**src/stpc_pkg.sv**
```systemverilog
// Package: constants shared by the serial-to-parallel capture block
package stpc_pkg;
	// ==========================================================
	// Word layout
	localparam int STAGE_BITS = 8;
	localparam int WORD_BITS  = 16;
	// ==========================================================
	// Reset values
	localparam logic [15:0] WORD_RESET = 16'h0000;
	localparam logic [7:0]  STAGE_RESET = 8'h00;
	// Frame sync idles high, as the flag does between words
	localparam logic [2:0]  FRAME_SYNC_IDLE = 3'h7;
	localparam logic        DRIVE_RESET     = 1'b1;
	// ==========================================================
	// Buffer
	localparam int FIFO_DEPTH = 16;
	// ==========================================================
	// Clocking modes of the converter (context for the mode select pins)
	typedef enum logic [1:0] {
		STPC_PLL_CLOCK_MODE_ONE,
		STPC_PLL_CLOCK_MODE_TWO,
		STPC_CLOCK_OVERRIDE_MODE
	} stpc_clk_mode_type;
endpackage

```
**src/stpc_fifo.sv**
```systemverilog
// Synchronous FIFO with valid/ready on both sides
`timescale 1ns/1ps
`default_nettype none
module stpc_fifo #(
	parameter int WIDTH = 16,
	parameter int DEPTH = 16
) (
	input  wire logic             sys_clk,
	input  wire logic             rst_b,
	input  wire logic [WIDTH-1:0] in_data,
	input  wire logic             in_valid,
	output logic                  in_ready,
	output logic [WIDTH-1:0]      out_data,
	output logic                  out_valid,
	input  wire logic             out_ready
);
	localparam int AW = $clog2(DEPTH);
	logic [WIDTH-1:0] mem [DEPTH];
	logic [AW:0]      wr_reg;
	logic [AW:0]      rd_reg;
	logic             push;
	logic             pop;
	assign in_ready  = (wr_reg - rd_reg) != (AW+1)'(DEPTH);
	assign out_valid = wr_reg != rd_reg;
	assign out_data  = mem[rd_reg[AW-1:0]];
	assign push = in_valid && in_ready;
	assign pop  = out_valid && out_ready;
	always_ff @(posedge sys_clk) begin
		if (!rst_b) begin
			wr_reg <= '0;
			rd_reg <= '0;
		end else begin
			if (push) begin
				wr_reg <= wr_reg + 1'b1;
			end
			if (pop) begin
				rd_reg <= rd_reg + 1'b1;
			end
		end
	end
	always_ff @(posedge sys_clk) begin
		if (push) begin
			mem[wr_reg[AW-1:0]] <= in_data;
		end
	end
endmodule
`default_nettype wire

```
**src/stpc_capture.sv**
```systemverilog
// Top: serial sample capture into latched 16-bit words with handshake
// Notes on behaviour
// Bits are shifted in on the falling edge of the serial bit clock.
// Word is two cascaded 8-bit shift stages, each with a holding latch.
// Frame flag rising edge copies shift contents into output latches.
// Same frame flag rising edge sets the word-ready flag.
// Word-ready is presented whenever a new word has been latched.
// Reader acknowledges a taken word; acknowledge clears word-ready.
// System picks a clocking mode setting sample and word rate.
// PLL modes multiply master clock; override mode bypasses the PLL.
// Output enable and phase reset may be driven by an outside controller.
// Converter sends MSB first, changing data on bit clock rising edge.
// Frame flag low marks valid bits; bit clock runs freely.
// Output enable high floats data, frame flag and bit clock; the converter model drives them inverted instead.
// Output latches hold the last word until the next frame rising edge.
`timescale 1ns/1ps
`default_nettype none
module stpc_capture
	import stpc_pkg::*;
#(
	parameter int FIFO_DEPTH_P = stpc_pkg::FIFO_DEPTH
) (
	input  wire logic                       sys_clk,
	input  wire logic                       rst_b,
	input  wire logic                       serial_bit_clock,
	input  wire logic                       serial_data,
	input  wire logic                       word_frame_flag,
	input  wire logic                       word_acknowledge,
	input  wire logic                       fifo_out_ready,
	output logic [stpc_pkg::WORD_BITS-1:0]  parallel_word,
	output logic                            word_ready_flag,
	output logic [stpc_pkg::WORD_BITS-1:0]  fifo_out_data,
	output logic                            fifo_out_valid,
	output logic                            word_overrun,
	output logic                            output_drive_enable_b
);
	import stpc_pkg::*;
	// ==========================================================
	// State
	typedef struct packed {
		logic [2:0]            clk_sync;
		logic [1:0]            dat_sync;
		logic [2:0]            frm_sync;
		logic [1:0]            ack_sync;
		logic [STAGE_BITS-1:0] stage_hi;
		logic [STAGE_BITS-1:0] stage_lo;
		logic [STAGE_BITS-1:0] latch_hi;
		logic [STAGE_BITS-1:0] latch_lo;
		logic                  ready;
		logic                  push;
		logic                  overrun;
		logic [WORD_BITS-1:0]  fifo_out;
		logic                  fifo_vld;
		logic                  drive_b;
	} stpc_state_type;
	stpc_state_type state_reg;
	stpc_state_type state_next;
	// Frame sync starts idle high, so leaving reset is never a word end
	localparam stpc_state_type STATE_RESET = '{
		frm_sync: FRAME_SYNC_IDLE,
		drive_b:  DRIVE_RESET,
		default:  '0
	};
	logic                 fall_bit;
	logic                 rise_frame;
	logic                 fifo_in_ready;
	logic [WORD_BITS-1:0] fifo_q;
	logic                 fifo_q_valid;
	logic                 fifo_pop;
	// Only the second and third sync stages feed edge detection
	assign fall_bit   = state_reg.clk_sync[2] && !state_reg.clk_sync[1];
	assign rise_frame = !state_reg.frm_sync[2] && state_reg.frm_sync[1];
	assign fifo_pop   = fifo_q_valid && (!state_reg.fifo_vld || fifo_out_ready);
	// ==========================================================
	// Next state
	always_comb begin
		state_next = state_reg;
		// Bit rate follows the converter's clock mode; only edges count
		state_next.clk_sync = {state_reg.clk_sync[1:0], serial_bit_clock};
		state_next.dat_sync = {state_reg.dat_sync[0], serial_data};
		// The floating frame flag is ignored: turning the drivers on
		// must not look like the end of a word
		if (state_reg.drive_b) begin
			state_next.frm_sync = FRAME_SYNC_IDLE;
		end else begin
			state_next.frm_sync = {state_reg.frm_sync[1:0], word_frame_flag};
		end
		state_next.ack_sync = {state_reg.ack_sync[0], word_acknowledge};
		state_next.drive_b = 1'b0;
		state_next.push = 1'b0;
		// Bits outside the frame are shifted too; the frame edge picks
		// the last sixteen, as the free-running clock requires
		if (fall_bit) begin
			// Low stage overflows into the high stage, MSB ends up on top
			state_next.stage_hi = {state_reg.stage_hi[STAGE_BITS-2:0],
				state_reg.stage_lo[STAGE_BITS-1]};
			state_next.stage_lo = {state_reg.stage_lo[STAGE_BITS-2:0],
				state_reg.dat_sync[1]};
		end
		// Latches change only here, so shifting never disturbs them
		if (rise_frame) begin
			state_next.latch_hi = state_reg.stage_hi;
			state_next.latch_lo = state_reg.stage_lo;
			state_next.push     = 1'b1;
		end
		// Set beats a simultaneous acknowledge so no word is missed
		if (rise_frame) begin
			state_next.ready = 1'b1;
		end else if (state_reg.ack_sync[1]) begin
			state_next.ready = 1'b0;
		end
		// Full FIFO drops the word and flags it; sticky until reset
		if (state_reg.push && !fifo_in_ready) begin
			state_next.overrun = 1'b1;
		end
		if (fifo_pop) begin
			state_next.fifo_out = fifo_q;
			state_next.fifo_vld = 1'b1;
		end else if (fifo_out_ready) begin
			state_next.fifo_vld = 1'b0;
		end
	end
	always_ff @(posedge sys_clk) begin
		if (!rst_b) begin
			state_reg <= STATE_RESET;
		end else begin
			state_reg <= state_next;
		end
	end
	// ==========================================================
	// Buffer behind the latches
	stpc_fifo #(
		.WIDTH (WORD_BITS),
		.DEPTH (FIFO_DEPTH_P)
	) u_fifo (
		.sys_clk   (sys_clk),
		.rst_b     (rst_b),
		.in_data   ({state_reg.latch_hi, state_reg.latch_lo}),
		.in_valid  (state_reg.push),
		.in_ready  (fifo_in_ready),
		.out_data  (fifo_q),
		.out_valid (fifo_q_valid),
		.out_ready (fifo_pop)
	);
	assign parallel_word   = {state_reg.latch_hi, state_reg.latch_lo};
	assign word_ready_flag = state_reg.ready;
	assign fifo_out_data   = state_reg.fifo_out;
	assign fifo_out_valid  = state_reg.fifo_vld;
	assign word_overrun    = state_reg.overrun;
	assign output_drive_enable_b = state_reg.drive_b;
	// ==========================================================
	// Checks
	property p_ready_set;
		@(posedge sys_clk) disable iff (!rst_b)
		rise_frame |=> word_ready_flag;
	endproperty
	a_ready_set: assert property (p_ready_set)
		else $error("frame edge did not set ready");
	c_ack_seen: cover property (@(posedge sys_clk) disable iff (!rst_b)
		rise_frame ##[1:40] state_reg.ack_sync[1]);
	property p_latch_copy;
		@(posedge sys_clk) disable iff (!rst_b)
		rise_frame |=> parallel_word == $past({state_reg.stage_hi,
			state_reg.stage_lo});
	endproperty
	a_latch_copy: assert property (p_latch_copy)
		else $error("latch did not copy shift stages");
	property p_latch_hold;
		@(posedge sys_clk) disable iff (!rst_b)
		!rise_frame |=> $stable(parallel_word);
	endproperty
	a_latch_hold: assert property (p_latch_hold)
		else $error("latch changed without frame edge");
	property p_ack_clear;
		@(posedge sys_clk) disable iff (!rst_b)
		state_reg.ack_sync[1] && !rise_frame |=> !word_ready_flag;
	endproperty
	a_ack_clear: assert property (p_ack_clear)
		else $error("acknowledge did not clear ready");
	property p_ready_cause;
		@(posedge sys_clk) disable iff (!rst_b)
		$rose(word_ready_flag) |-> $past(rise_frame);
	endproperty
	a_ready_cause: assert property (p_ready_cause)
		else $error("ready rose without a frame edge");
	property p_shift_fall;
		@(posedge sys_clk) disable iff (!rst_b)
		fall_bit |=> state_reg.stage_lo[0] == $past(state_reg.dat_sync[1]);
	endproperty
	a_shift_fall: assert property (p_shift_fall)
		else $error("bit not taken on falling clock");
	property p_cascade;
		@(posedge sys_clk) disable iff (!rst_b)
		fall_bit |=> state_reg.stage_hi[0] == $past(state_reg.stage_lo[7]);
	endproperty
	a_cascade: assert property (p_cascade)
		else $error("stages not cascaded");
	property p_no_shift;
		@(posedge sys_clk) disable iff (!rst_b)
		!fall_bit |=> $stable(state_reg.stage_lo) && $stable(state_reg.stage_hi);
	endproperty
	a_no_shift: assert property (p_no_shift)
		else $error("shift without falling clock");
	property p_drive;
		@(posedge sys_clk) disable iff (!rst_b)
		rst_b ##1 rst_b |-> !output_drive_enable_b;
	endproperty
	a_drive: assert property (p_drive)
		else $error("outputs not enabled after reset");
	c_word: cover property (@(posedge sys_clk) disable iff (!rst_b)
		rise_frame ##1 word_ready_flag);
	c_overrun: cover property (@(posedge sys_clk) disable iff (!rst_b)
		$rose(word_overrun));
	c_fifo_out: cover property (@(posedge sys_clk) disable iff (!rst_b)
		fifo_out_valid && fifo_out_ready);
	// ==========================================================
	// Checks: word hand-over and high stage shift
	property p_push_follow;
		@(posedge sys_clk) disable iff (!rst_b)
		rise_frame |=> state_reg.push;
	endproperty
	a_push_follow: assert property (p_push_follow)
		else $error("latched word not handed to the buffer");
	property p_push_cause;
		@(posedge sys_clk) disable iff (!rst_b)
		state_reg.push |-> $past(rise_frame);
	endproperty
	a_push_cause: assert property (p_push_cause)
		else $error("buffer push without a frame edge");
	property p_stage_hi_shift;
		@(posedge sys_clk) disable iff (!rst_b)
		fall_bit |=> state_reg.stage_hi[STAGE_BITS-1:1] ==
			$past(state_reg.stage_hi[STAGE_BITS-2:0]);
	endproperty
	a_stage_hi_shift: assert property (p_stage_hi_shift)
		else $error("high stage did not shift");
	property p_ready_hold;
		@(posedge sys_clk) disable iff (!rst_b)
		word_ready_flag && !state_reg.ack_sync[1] |=> word_ready_flag;
	endproperty
	a_ready_hold: assert property (p_ready_hold)
		else $error("ready dropped without acknowledge");
	property p_ready_fall;
		@(posedge sys_clk) disable iff (!rst_b)
		$fell(word_ready_flag) |-> $past(state_reg.ack_sync[1]);
	endproperty
	a_ready_fall: assert property (p_ready_fall)
		else $error("ready fell without acknowledge");
	property p_ready_reset;
		@(posedge sys_clk)
		!rst_b |=> !word_ready_flag;
	endproperty
	a_ready_reset: assert property (p_ready_reset)
		else $error("ready set while in reset");
	// ==========================================================
	// Checks: buffer and overrun
	// Overrun is sticky so a reader that polls late still learns of a loss
	property p_overrun_set;
		@(posedge sys_clk) disable iff (!rst_b)
		state_reg.push && !fifo_in_ready |=> word_overrun;
	endproperty
	a_overrun_set: assert property (p_overrun_set)
		else $error("dropped word not flagged");
	property p_overrun_sticky;
		@(posedge sys_clk) disable iff (!rst_b)
		word_overrun |=> word_overrun;
	endproperty
	a_overrun_sticky: assert property (p_overrun_sticky)
		else $error("overrun flag cleared");
	property p_overrun_cause;
		@(posedge sys_clk) disable iff (!rst_b)
		$rose(word_overrun) |-> $past(state_reg.push) && !$past(fifo_in_ready);
	endproperty
	a_overrun_cause: assert property (p_overrun_cause)
		else $error("overrun without a dropped word");
	property p_out_hold;
		@(posedge sys_clk) disable iff (!rst_b)
		fifo_out_valid && !fifo_out_ready |=>
			fifo_out_valid && $stable(fifo_out_data);
	endproperty
	a_out_hold: assert property (p_out_hold)
		else $error("buffered word changed before it was taken");
	property p_out_load;
		@(posedge sys_clk) disable iff (!rst_b)
		fifo_pop |=> fifo_out_valid && fifo_out_data == $past(fifo_q);
	endproperty
	a_out_load: assert property (p_out_load)
		else $error("buffered word not loaded");
	// ==========================================================
	// Checks: converter drive
	property p_drive_stays;
		@(posedge sys_clk) disable iff (!rst_b)
		!output_drive_enable_b |=> !output_drive_enable_b;
	endproperty
	a_drive_stays: assert property (p_drive_stays)
		else $error("converter drive dropped");
	property p_drive_reset;
		@(posedge sys_clk)
		!rst_b |=> output_drive_enable_b;
	endproperty
	a_drive_reset: assert property (p_drive_reset)
		else $error("converter driven while in reset");
	property p_frame_idle;
		@(posedge sys_clk) disable iff (!rst_b)
		output_drive_enable_b |=> state_reg.frm_sync == FRAME_SYNC_IDLE;
	endproperty
	a_frame_idle: assert property (p_frame_idle)
		else $error("floating frame flag not held idle");
	property p_no_edge_released;
		@(posedge sys_clk) disable iff (!rst_b)
		output_drive_enable_b |-> !rise_frame;
	endproperty
	a_no_edge_released: assert property (p_no_edge_released)
		else $error("frame edge seen while converter floats");
endmodule
`default_nettype wire

```
**config.mk**
```make
export PLATFORM = sky130hd
export DESIGN_NAME = stpc_capture
export DESIGN_NICKNAME = d
export VERILOG_FILES = /design/src/stpc_pkg.sv /design/src/stpc_fifo.sv /design/src/stpc_capture.sv
export SDC_FILE = /design/constraint.sdc
export NUM_CORES = 1
export LEC_CHECK = 0
export BUFFER_PORTS_ARGS = -buffer_cell sky130_fd_sc_hd__buf_2
export CAP_MARGIN = 15
export CORE_MARGIN = 2
export CORE_UTILIZATION = 27
export DETAILED_ROUTE_END_ITERATION = 12
export GPL_ROUTABILITY_DRIVEN = 0
export PLACE_DENSITY = 0.4
export SYNTH_ARGS = -nofsm -noshare
export SYNTH_HDL_FRONTEND = slang
export SYNTH_SLANG_ARGS = --single-unit
```
**constraint.sdc**
```tcl
create_clock -name sys_clk -period 3.9 [get_ports sys_clk]
set_clock_uncertainty 0.15 [all_clocks]
set_input_delay 1.17 -clock sys_clk [delete_from_list [all_inputs] [get_ports sys_clk]]
set_output_delay 1.17 -clock sys_clk [all_outputs]
set_load 0.01 [all_outputs]
```
# --- Word level (Yosys, flattened, before mapping) ---
# Memories as Yosys holds them, arrays and structs flattened. A register that Yosys moved wholly into a read port is not among the register bits.
# Index checks and enable logic that the tools add are counted.
word_totals:
  ff_bits: 57
  ramBits: 256
  in_bits: 7
  output_inout_bits: 36
  n_memories: 1
classes:
  addsub: 3
  eq_ne: 2
  mux: 8
  bitwise_logic: 1
  n_reduce_logical: 15
memory_table:
  columns: ["memory", "words", "width", "rd", "rd_ports_with_merged_regs", "wr", "line_no", "text"]
  rows:
  - ["u_fifo.mem", 16, 16, 1, 1, 1, "stpc_fifo.sv:18", "logic [WIDTH-1:0] mem [DEPTH];"]
op_table:
  columns: ["op", "count"]
  rows:
  - ["$add 5x1->5 const B", 2]
  - ["$mux 1", 8]
  - ["$logic_and 1x1->1", 6]
  - ["$logic_not 1->1", 5]
  - ["$ne 5x5->1", 1]
  - ["$ne 5x5->1 const B", 1]
  - ["$sub 5x5->5", 1]
  - ["$reduce_bool 2->1", 2]
  - ["$reduce_or 2->1", 1]
  - ["$logic_or 1x1->1", 1]
  - ["$not 1->1", 1]

# --- Logic depth before layout (Yosys ltp) ---
# Gate-level depths: netlist of the first run.
logic_depth:
  depth_word: 5
  mapped_depth: 11

# --- Cells and area by module ---
# A second synthesis of the first run with hierarchy kept.
hier_totals:
  hier_cells: 740
  hier_area_um2: 12914.9
by_module_without_submodules:
  columns: ["module", "instances", "cells_each", "area_per_inst_um2", "seq_area_each_um2"]
  rows:
  - ["stpc_fifo", 1, 458, 10443.8, 7967.6]
  - ["stpc_capture", 1, 282, 2471.1, 1261.2]

# --- Worst setup path before layout of the first run ---
# Ideal clock, no wire load.
synth_path:
  path_type: "register to register"
  start: "register u_fifo.rd_reg[2]"
  end: "memory u_fifo.mem[3][0], enable pin"
  setup_ns: 0.430
  arrival_time_ns: 3.454
  path_slack_ns: -0.134
  stages_incl_launch_ff: 10
  path_buffers: 2
  period_less_slack_ns: 4.034
  cell_sequence: "dfxtp_1 clkbuf_8 clkbuf_1 inv_1 ha_1 nand2_1 o21bai_1 nor4bb_1 o22a_2 nor4_1"
synth_via:
  elab_chain_cells: 5
synth_lines:
  columns: ["item", "line_no", "text"]
  rows:
  - ["start: declaration", "stpc_fifo.sv:20", "logic [AW:0] rd_reg;"]
  - ["start signal: assignment", "stpc_fifo.sv:37", "rd_reg <= rd_reg + 1'b1;"]
  - ["$sub 5x5->5", "stpc_fifo.sv:23", "assign in_ready = (wr_reg - rd_reg) != (AW+1)'(DEPTH);"]
  - ["$ne 5x5->1", "stpc_fifo.sv:23", null]
  - ["$logic_and 1x1->1", "stpc_fifo.sv:26", "assign push = in_valid && in_ready;"]
  - ["$mux 1", "stpc_fifo.sv:42", "if (push) begin"]
  - ["$mux 1 (not written as such)", "stpc_fifo.sv:43", "mem[wr_reg[AW-1:0]] <= in_data;"]
  - ["end: declaration", "stpc_fifo.sv:18", null]
# Every way passes these cells.

# --- Worst setup path after layout of the first run ---
layout_path:
  start: "register u_fifo.wr_reg[2]"
  end: "memory u_fifo.mem[13][0], enable pin"
layout_via:
  elab_chain_cells: 5
layout_lines:
  columns: ["item", "line_no", "text"]
  rows:
  - ["start: declaration", "stpc_fifo.sv:19", "logic [AW:0] wr_reg;"]
  - ["start signal: assignment", "stpc_fifo.sv:34", "wr_reg <= wr_reg + 1'b1;"]
  - ["$sub 5x5->5", "stpc_fifo.sv:23", null]
  - ["$ne 5x5->1", "stpc_fifo.sv:23", null]
  - ["$logic_and 1x1->1", "stpc_fifo.sv:26", null]
  - ["$mux 1", "stpc_fifo.sv:42", null]
  - ["$mux 1 (not written as such)", "stpc_fifo.sv:43", null]
# Parallel ways exist; a longest one is shown, timed or not.

==> results of run 1 <==
==> where the power goes <==
part | total (W) | internal, W | switching, W | leakage, nW
combinational | 0.000662 | 0.000341 | 0.000321 | 1.30
sequential | 0.00380 | 0.00377 | 0.0000382 | 2.96
clock | 0.00340 | 0.00204 | 0.00136 | 0.576
==> cell families (layout without fill, tap and decap cells) <==
family	Yosys count	in the layout	synth area share, %
adders and majority gates	9	9	0.879
muxes	83	83	14.7
and+or+nand+nor	148	148	5.33
buffers and inverters	90	162	4.68
DFF	329	329	71.4
AOI/OAI and AO/OA	63	63	2.63
xor gates and xnor gates	6	6	0.410
==> final cells by class <==
cell class	count	share of cell area, %
inverter	23	0.587
timing repair buffer	71	2.93
clock buffer	55	7.31
tap	607	5.16
sequential	329	62.2
multi-input combinational	309	21.0
clock inverter	13	0.799
==> stage by stage <==
stage	power, W	setup slack [ps]	area (um^2)	util, %	hold slack, ps
finish	0.00787	776	14700	31.5	259
detailed placement	0.00456	783	13500	29.0	246
CTS	0.00802	778	14700	31.5	262
floorplan	0.00447	523	12800	-	234
global route	0.00819	611	14700	31.5	296
global placement	0.00456	946	13500	29.0	240
==> routing by layer <==
layer	global-route usage [%]	wire length, um	vias up
met4	4.05	771	0
met5	0	0	-
met1	16.8	13900	3283
met3	2.60	1080	44
met2	20.7	14700	99
li1	-	-	2850
==> worst reg2reg max path: cells and delay by family (launching register included) <==
family                   cells  cell delay, ps
AO/OA/AOI/OAI                3             590
buffers and inverters        1             370
adder cells (fa/ha/maj)      1             350
flip-flops                   1             540
AND/OR/NAND/NOR              3             770
==> final timing paths <==
kind                         start                end  slack (ps)  cells after the start
setup reg to reg  u_fifo.wr_reg[2]  u_fifo.mem[13][0]         780                      8
setup / recovery  u_fifo.wr_reg[2]  u_fifo.mem[13][0]         780                      8
hold reg to reg      state_reg[55]      state_reg[56]         260                      1
hold / removal       state_reg[55]      state_reg[56]         260                      1
==> cells in the final DEF (no fill, tap or decap), types with 15 or more instances in the layout <==
cell type / instances
buf_2: 42
mux4_2: 67
a21oi_1: 39
clkinv_1: 15
nand2_1: 90
buf_4: 28
dfxtp_1: 71
o21ai_1: 16
edfxtp_1: 256
clkbuf_16: 39
==> key figures, run 1 <==
Finish
  – Final cell count without fillers: 1407
  – Area Growth Syn to Fin: 14.8%
  – Fill count: 4583
  – Diode count: 0
  – NumNets Final: 787
  – Share of cells above drive strength 1: 25.4%
  – Register area: 9150 um^2
  – Max reg flops: 256
  – Area of the multi-input gates: 3090 um^2

Detailed routing
  – Post-route DRC violation count: 0
  – Initial DRC Count: 315
  – Vias: 6276
  – Wire per inst: 21.7 um
  – Vias per inst: 4.46
  – Routed Antenna Nets: 0
  – Final WL: 30500 um
  – DRT Pass-1 Iters: 4

GRT
  – Gr ovfl total: 0
  – Largest net degree at the start of global routing: 67
  – Tot GR Track Use: 12.6%
  – First-pass GRT wire length: 45100 um
  – Initial antenna violation count: 0
  – Vias in the first global route: 6846

Worst hold path
  – Hold Path Class: flop to flop

CTS
  – Clock sink total: 329
  – CTS hold repair buffers: 0
  – Root Buffer: clkbuf_16
  – Total CTS buffers: 37
  – CTS-repair resized insts: 0
  – CTS tree: built
  – Clock latency on the worst-skew pair: 540 ps
  – H-Tree Depth: 2
  – Clock-pin slew on the worst setup and hold paths: 60 ps
  – CTS Buffer Depth: 3
  – Postcts setup bufs: 0

Critical path
  – Crit path max-delay family: simple AND/OR/NAND/NOR gates
  – CP arrival: 3160 ps
  – Worst Setup Start Kind: flop
  – Critical path class: flop to flop
  – Slowest CP cell: dfxtp_1
  – Crit path required time: 3930 ps
  – Crit end category: flop
  – CP max FO: 16
  – CP Cell Sequence: ha_1 -> nand2_1 -> o21bai_1 -> a2111oi_0 -> o22a_2 -> nor2_2 -> and3_1 -> buf_4
  – Buffer and inverter count on the worst path: 1
  – Max incr delay on CP: 540 ps

Synth
  – Yosys Warn Count: 0
  – Top post-synthesis cells by area: edfxtp_1 (60%), mux4_2 (12%), dfxtp_1 (11%)
  – Synth area leader: edfxtp_1
  – Cell with the most instances after synthesis: edfxtp_1
  – Share of flip-flops with an asynchronous set or reset: 0%
  – Top-area cell type share of the netlist area: 60.0%
  – Commonest cells in the synthesized netlist: edfxtp_1 (256), nand2_1 (90), dfxtp_1 (73)
  – Netlist Area Pre-Place: 12800 um^2
  – EDFF count, synth: 256
  – Seq/Total Area, Yosys: 71.4%
  – Synthesized area per cell: 17.6 um^2
  – Mapped Nets: 744
  – Main synth FF type: edfxtp_1
  – Synth Register Bits: 329
  – Yosys cell types: 41
  – Syn Inst Count: 728

Outcome
  – Status: completed

Floorplan
  – Initial core utilization: 27.5%
  – DIE HEIGHT: 222 um
  – Core Box Area: 46700 um^2
  – Die X: 222 um
  – Ports: 43
  – Site Rows: 79
  – DIE AREA: 49200 um^2

Timing
  – Period minus WS final: 3120 ps
  – Worst-margin pin slew: 1080 ps
  – Relative max-transition margin: 28.3%
  – Final hold violation count: 0
  – Count of pins over their slew limit: 0
  – RSZ-0062 raised after global routing: false
  – Period utilization: 80.1%
  – F_max: 320 MHz
  – Count of final setup violators: 0
  – Setup TNS: 0 ps

Power and ir drop
  – PwrDens: 535 nW/um^2
  – Peak VDD IR: 0.277 mV
  – P_leak: 4.83 nW

Place
  – Dpl cells: 1338
  – Dpl hpwl: 17200 um
  – IO Port Bufs: 42

Flow run
  – Max-cap violations: 0
Note: power is estimated with default switching activity, not from simulation.
==> run 2: changes to the inputs <==
--- a/config.mk
+++ b/config.mk
@@ -11,7 +11,7 @@
 export CORE_UTILIZATION = 27
 export DETAILED_ROUTE_END_ITERATION = 12
 export GPL_ROUTABILITY_DRIVEN = 0
-export PLACE_DENSITY = 0.4
+export PLACE_DENSITY = 0.38
 export SYNTH_ARGS = -nofsm -noshare
 export SYNTH_HDL_FRONTEND = slang
 export SYNTH_SLANG_ARGS = --single-unit
==> constraint.sdc (replaced) <==
create_clock -name sys_clk -period 2.95 [get_ports sys_clk]
set_clock_uncertainty 0.15 [all_clocks]
set_input_delay 0.885 -clock sys_clk [delete_from_list [all_inputs] [get_ports sys_clk]]
set_output_delay 0.885 -clock sys_clk [all_outputs]
set_load 0.01 [all_outputs]
==> run 2 against run 1 <==
Net effect:
- clock power rose by 36%
- die area did not move
- sequential share of layout area is 1.7 points lower
- critical path depth increased by 2
- utilization rose by 0.88 points
- flip-flop and latch count did not move
- combinational power increased by 49%
- sequential power up 32%
- fmax up 16%
- clock-buffer cell count shrank 2
- hold slack better by 11 ps
- via count is 1.1% higher
- critical endpoint is now u_fifo.mem[12][7]
- largest cell class unchanged
- largest power group unchanged
==> key figures, run 2 (same netlist as run 1, synthesis figures left out) <==
Outcome
  – Status: completed

GRT
  – Initial antenna violation count: 4 (+4)
  – Vias in the first global route: 6766 (-1.2%)
  – Gr ovfl total: 0 (unchanged)
  – Tot GR Track Use: 13.7% (+1.1 points)
  – First-pass GRT wire length: 47800 um (+6.1%)
  – Largest net degree at the start of global routing: 68 (+1.5%)

Finish
  – Max reg flops: 256 (unchanged)
  – NumNets Final: 809 (+2.8%)
  – Area Growth Syn to Fin: 18.0%
  – Most frequent cells in the layout: edfxtp_1 (256), nand2_1 (90), dfxtp_1 (71), mux4_2 (67), buf_2 (42)
  – Diode count: 0 (unchanged)
  – Share of cells above drive strength 1: 29.3% (+3.9 points)
  – Commonest non-fill, non-tap cell in the layout: edfxtp_1

Detailed routing
  – Final WL: 33100 um (+8.8%)
  – Initial DRC Count: 436 (+38%)
  – Vias: 6343 (+1.1%)
  – Routed Antenna Nets: 0 (unchanged)
  – Wire per inst: 23.2 um (+7.0%)
  – Vias per inst: 4.44 (-0.56%)
  – Post-route DRC violation count: 0 (unchanged)
  – DRT Pass-1 Iters: 5 (+1)

Timing
  – Setup WS post-layout: 263 ps (-514 ps)
  – Setup TNS: 0 ps (unchanged)
  – Period utilization: 91.1% (+11 points)
  – F_max: 372 MHz (+16%)
  – Worst-margin pin slew: 1090 ps (+13.3 ps)
  – RSZ-0062 raised after global routing: false
  – Period minus WS final: 2690 ps (-436 ps)
  – Final hold violation count: 0 (unchanged)
  – Count of final setup violators: 0 (unchanged)
  – Count of pins over their slew limit: 0 (unchanged)
  – Relative max-transition margin: 27.4% (-0.89 points)

Floorplan
  – Core Box Area: 46700 um^2 (unchanged)
  – Ports: 43 (unchanged)
  – DIE HEIGHT: 222 um (unchanged)
  – Initial core utilization: 27.5% (unchanged)
  – DIE AREA: 49200 um^2 (unchanged)
  – Site Rows: 79 (unchanged)
  – Die X: 222 um (unchanged)

Worst hold path
  – Hold Path Class: flop to flop
  – Hold path cells: 1 (unchanged)
  – Worst min-delay path startpoint: state_reg[55]

Place
  – IO Port Bufs: 42 (unchanged)
  – Dpl ws: 275 ps (-508 ps)
  – Dpl hpwl: 21700 um (+26%)

Power and ir drop
  – Total Power: 0.0106 W (+35%)
  – Peak VDD IR: 0.409 mV (+48%)
  – P_leak: 5.00 nW (+3.5%)
  – PwrDens: 703 nW/um^2 (+31%)

Critical path
  – Crit end category: flop
  – Worst Setup Start Kind: flop
  – Crit path required time: 3090 ps (-840 ps)
  – Critical path class: flop to flop
  – CP max FO: 16 (unchanged)
  – Reg2reg start: u_fifo.rd_reg[2]
  – R2R cell count: 10 (+2)
  – CP arrival: 2830 ps (-330 ps)
  – Worst Setup SP: u_fifo.rd_reg[2]

CTS
  – CTS hold repair buffers: 0 (unchanged)
  – CTS-repair resized insts: 0 (unchanged)
  – Postcts setup bufs: 0 (unchanged)
  – CTS tree: built
  – CTS Buffer Depth: 3 (unchanged)
  – Clock sink total: 329 (unchanged)
  – Clock latency on the worst-skew pair: 540 ps (about the same)
  – Total CTS buffers: 40 (+8.1%)
  – Clock-pin slew on the worst setup and hold paths: 60 ps (about the same)
  – Root Buffer: clkbuf_16
  – H-Tree Depth: 2 (unchanged)

Flow run
  – Max-cap violations: 0 (unchanged)
==> run 2: cell types whose count changed in the layout (fill, tap and decap cells not counted), sizes merged <==
cell    delta
clkinv     +5
buf       +19
clkbuf     -2
inv        +1
==> run 2: worst paths after layout <==
kind | endpoint | slack, ps
max reg2reg | u_fifo.mem[12][7] | 260
min reg2reg | state_reg[56] | 270
min | state_reg[56] | 270
max | u_fifo.mem[12][7] | 260
==> run 2: report_power, final <==
part / leakage, nW / internal (W) / switching, W / total [W]
Clock: 0.610 / 0.00280 / 0.00185 / 0.00464
Sequential: 2.96 / 0.00498 / 0.0000255 / 0.00501
Combinational: 1.43 / 0.000469 / 0.000518 / 0.000987
==> run 2: worst max-delay path, stage by stage, from the launching register on <==
cell and delay (ps):
dfxtp_1 320, inv_1 70, ha_1 330, nand2_1 110, o21bai_1 180, a2111oi_0 410
o22a_2 250, nor2_2 30, buf_4 190, and3_2 240, buf_12 160
==> run 2: final cells by class <==
type | count | area [um^2]
Clock inverter | 19 | 149
Sequential cell | 329 | 9150
Timing Repair Buffer | 90 | 771
Tap cell | 607 | 759
Inverter | 23 | 86.3
Clock buffer | 53 | 1100
Multi-Input combinational cell | 309 | 3100
Fill cell | 4562 | 31500
==> run 2: routing by layer <==
metal	vias up	GRT usage, %	share of wire [%]
li1	2896	-	-
met1	3280	16.5	42
met2	115	24.6	52
met3	52	2.21	2.8
met4	0	5.25	3.0
met5	-	0	0
==> run 2: through the flow <==
step	util, %	area [um^2]	cells	hold slack (ps)
after floorplan	-	12900	728	234
after global placement	29.7	13900	1358	254
after detailed placement	29.7	13900	1358	266
after CTS	32.4	15100	1430	280
after global routing	32.4	15100	1430	290
final	32.4	15100	1430	270
==> run 3: changes to the inputs <==
==> constraint.sdc (replaced) <==
create_clock -name sys_clk -period 2.5 [get_ports sys_clk]
set_clock_uncertainty 0.15 [all_clocks]
set_input_delay 0.75 -clock sys_clk [delete_from_list [all_inputs] [get_ports sys_clk]]
set_output_delay 0.75 -clock sys_clk [all_outputs]
set_load 0.01 [all_outputs]
==> run 3 against run 2 <==
Net effect:
- the flow now finishes with violations (setup timing)
- die area did not move
- cell area up 2.7%
- combinational power increased by 27%
- total power rose by 18%
- wire length is 7.0% lower
- largest power group unchanged
- non-clock buffer count increased by 14
- global-route usage shrank 0.93 points
- setup slack worse by 270 ps
- critical path type unchanged
- hold slack got worse by 16 ps
- first-iteration DRC count fell by 11%
- sequential share of layout area decreased by 1.5 points
==> key figures, run 3 (same netlist as run 1, synthesis figures left out) <==
Timing
  – F_max: 399 MHz (+7.1%)
  – RSZ-0062 raised after global routing: true
  – Final hold violation count: 0 (unchanged)
  – Period utilization: 100% (+9.2 points)
  – Relative max-transition margin: 58.2% (+31 points)
  – Setup WS post-layout: -8.47 ps (-271 ps)
  – Min Hold Slack: 253 ps (-16.4 ps)
  – Count of final setup violators: 7 (+7)
  – Setup TNS: -37.7 ps (-37.7 ps)
  – Period minus WS final: 2510 ps (-179 ps)
  – Count of pins over their slew limit: 0 (unchanged)
  – Worst-margin pin slew: 627 ps (-462 ps)

GRT
  – Gr ovfl total: 0 (unchanged)
  – Largest net degree at the start of global routing: 66 (-2.9%)
  – Vias in the first global route: 6838 (+1.1%)
  – Tot GR Track Use: 12.8% (-0.93 points)
  – Initial antenna violation count: 2 (-2)
  – First-pass GRT wire length: 45900 um (-4.0%)

Detailed routing
  – Routed Antenna Nets: 0 (unchanged)
  – Vias per inst: 4.45 (+0.42%)
  – Initial DRC Count: 386 (-11%)
  – Post-route DRC violation count: 0 (unchanged)
  – Vias: 6432 (+1.4%)
  – Wire per inst: 21.3 um (-7.9%)
  – DRT Pass-1 Iters: 4 (-1)
  – Final WL: 30800 um (-7.0%)

Floorplan
  – Site Rows: 79 (unchanged)
  – Core Box Area: 46700 um^2 (unchanged)
  – Ports: 43 (unchanged)
  – Die X: 222 um (unchanged)
  – DIE AREA: 49200 um^2 (unchanged)
  – Initial core utilization: 27.5% (unchanged)
  – DIE HEIGHT: 222 um (unchanged)

Finish
  – Final cell count without fillers: 1444 (+0.98%)
  – Fill count: 4519 (-0.94%)
  – Commonest non-fill, non-tap cell in the layout: edfxtp_1
  – Area Growth Syn to Fin: 21.3%
  – NumNets Final: 822 (+1.6%)
  – Share of cells above drive strength 1: 32.7% (+3.4 points)
  – Fin util: 33.3% (+0.89 points)
  – Design area: 15500 um^2 (+2.7%)
  – Most frequent cells in the layout: edfxtp_1 (256), nand2_1 (89), mux4_2 (67), dfxtp_1 (65)
  – Max reg flops: 256 (unchanged)

Power and ir drop
  – Peak VDD IR: 0.373 mV (-8.9%)
  – P_leak: 5.11 nW (+2.1%)
  – PwrDens: 807 nW/um^2 (+15%)

CTS
  – CTS Buffer Depth: 3 (unchanged)
  – Clock latency on the worst-skew pair: 530 ps (about the same)
  – Clock sink total: 329 (unchanged)
  – H-Tree Depth: 2 (unchanged)
  – CTS tree: built
  – Clock-pin slew on the worst setup and hold paths: 60 ps (about the same)
  – CTS hold repair buffers: 0 (unchanged)
  – Total CTS buffers: 39 (-2.5%)
  – Root Buffer: clkbuf_16

Critical path
  – Worst Setup Start Kind: flop
  – CP arrival: 2600 ps (-230 ps)
  – Worst Setup SP: u_fifo.rd_reg[3]
  – CP max FO: 15 (-1)
  – Crit path required time: 2590 ps (-500 ps)
  – Crit end category: flop
  – Critical path class: flop to flop
  – Reg2reg start: u_fifo.rd_reg[3]

Place
  – Dpl cells: 1359 (+0.074%)
  – Dpl hpwl: 19000 um (-12%)
  – Dpl cell area: 13900 um^2 (+0.39%)
  – IO Port Bufs: 42 (unchanged)

Worst hold path
  – Hold Path Class: input pin to flop
  – Worst min-delay path startpoint: word_frame_flag

Outcome
  – Status: finished, violations left
  – Violated checks: setup timing

Flow run
  – Max-cap violations: 0 (unchanged)
-- run 3: cell count changes in the layout (fill, tap and decap cells not counted), sizes merged --
cell,before,now
bufbuf,0,1
diode,0,1
inv,15,13
bufinv,2,0
clkinvlp,2,3
buf,90,103
clkinv,23,14
clkbuf,53,64
-- run 3: critical path, stage by stage, from the launching register on --
cell	delay (ps)
dfxtp_2	340
inv_2	50
ha_4	240
a21oi_1	320
a2111oi_4	130
o22a_4	240
nor2_4	100
buf_12	140
and3_4	200
bufbuf_16	300
-- run 3: where the power goes --
group	internal [W]	leakage, nW	switching, W
combinational	0.000641	1.56	0.000607
clock	0.00323	0.588	0.00215
sequential	0.00588	2.97	0.0000309
-- run 3: path summary, 6_finish.rpt --
kind | cells past startpoint | end | slack, ps
setup / recovery | 9 | u_fifo.mem[6][1] | -8
hold / removal | 2 | state_reg[55] | 250
setup reg to reg | 9 | u_fifo.mem[6][1] | -8
hold reg to reg | 1 | state_reg[56] | 260
-- run 3: final cells by class --
type | count | area, um^2 | share of cell area (%)
clock inverter | 7 | 45.0 | 0.290
tap | 607 | 759 | 4.89
sequential | 329 | 9160 | 59.0
multi-input combinational | 309 | 3300 | 21.3
inverter | 23 | 91.3 | 0.588
timing repair buffer | 104 | 988 | 6.36
antenna | 1 | 2.50 | 0.0161
clock buffer | 64 | 1180 | 7.62
-- run 3: what timing repair did --
action / in CTS / in global routing
gates resized for setup: 22 / 3
cloned: 1 / 0
setup buffers: 3 / 10
endpoints found under the hold margin: 0 / 0
pin swaps: 4 / 2
endpoints found under the setup margin: 227 / 234
-- run 3: stage by stage --
step | power, W | setup slack (ps)
final | 0.0125 | -8.47
after global routing | 0.0131 | -76.8
after CTS | 0.0128 | -12.2
after detailed placement | 0.00725 | -144
after global placement | 0.00725 | -67.3
after floorplan | 0.00699 | -215
-- run 3: layer usage --
layer	global-route usage (%)	routed length [um]
met5	0	0
met4	3.44	549
met3	2.89	1220
met2	20.9	14800
met1	17.2	14200
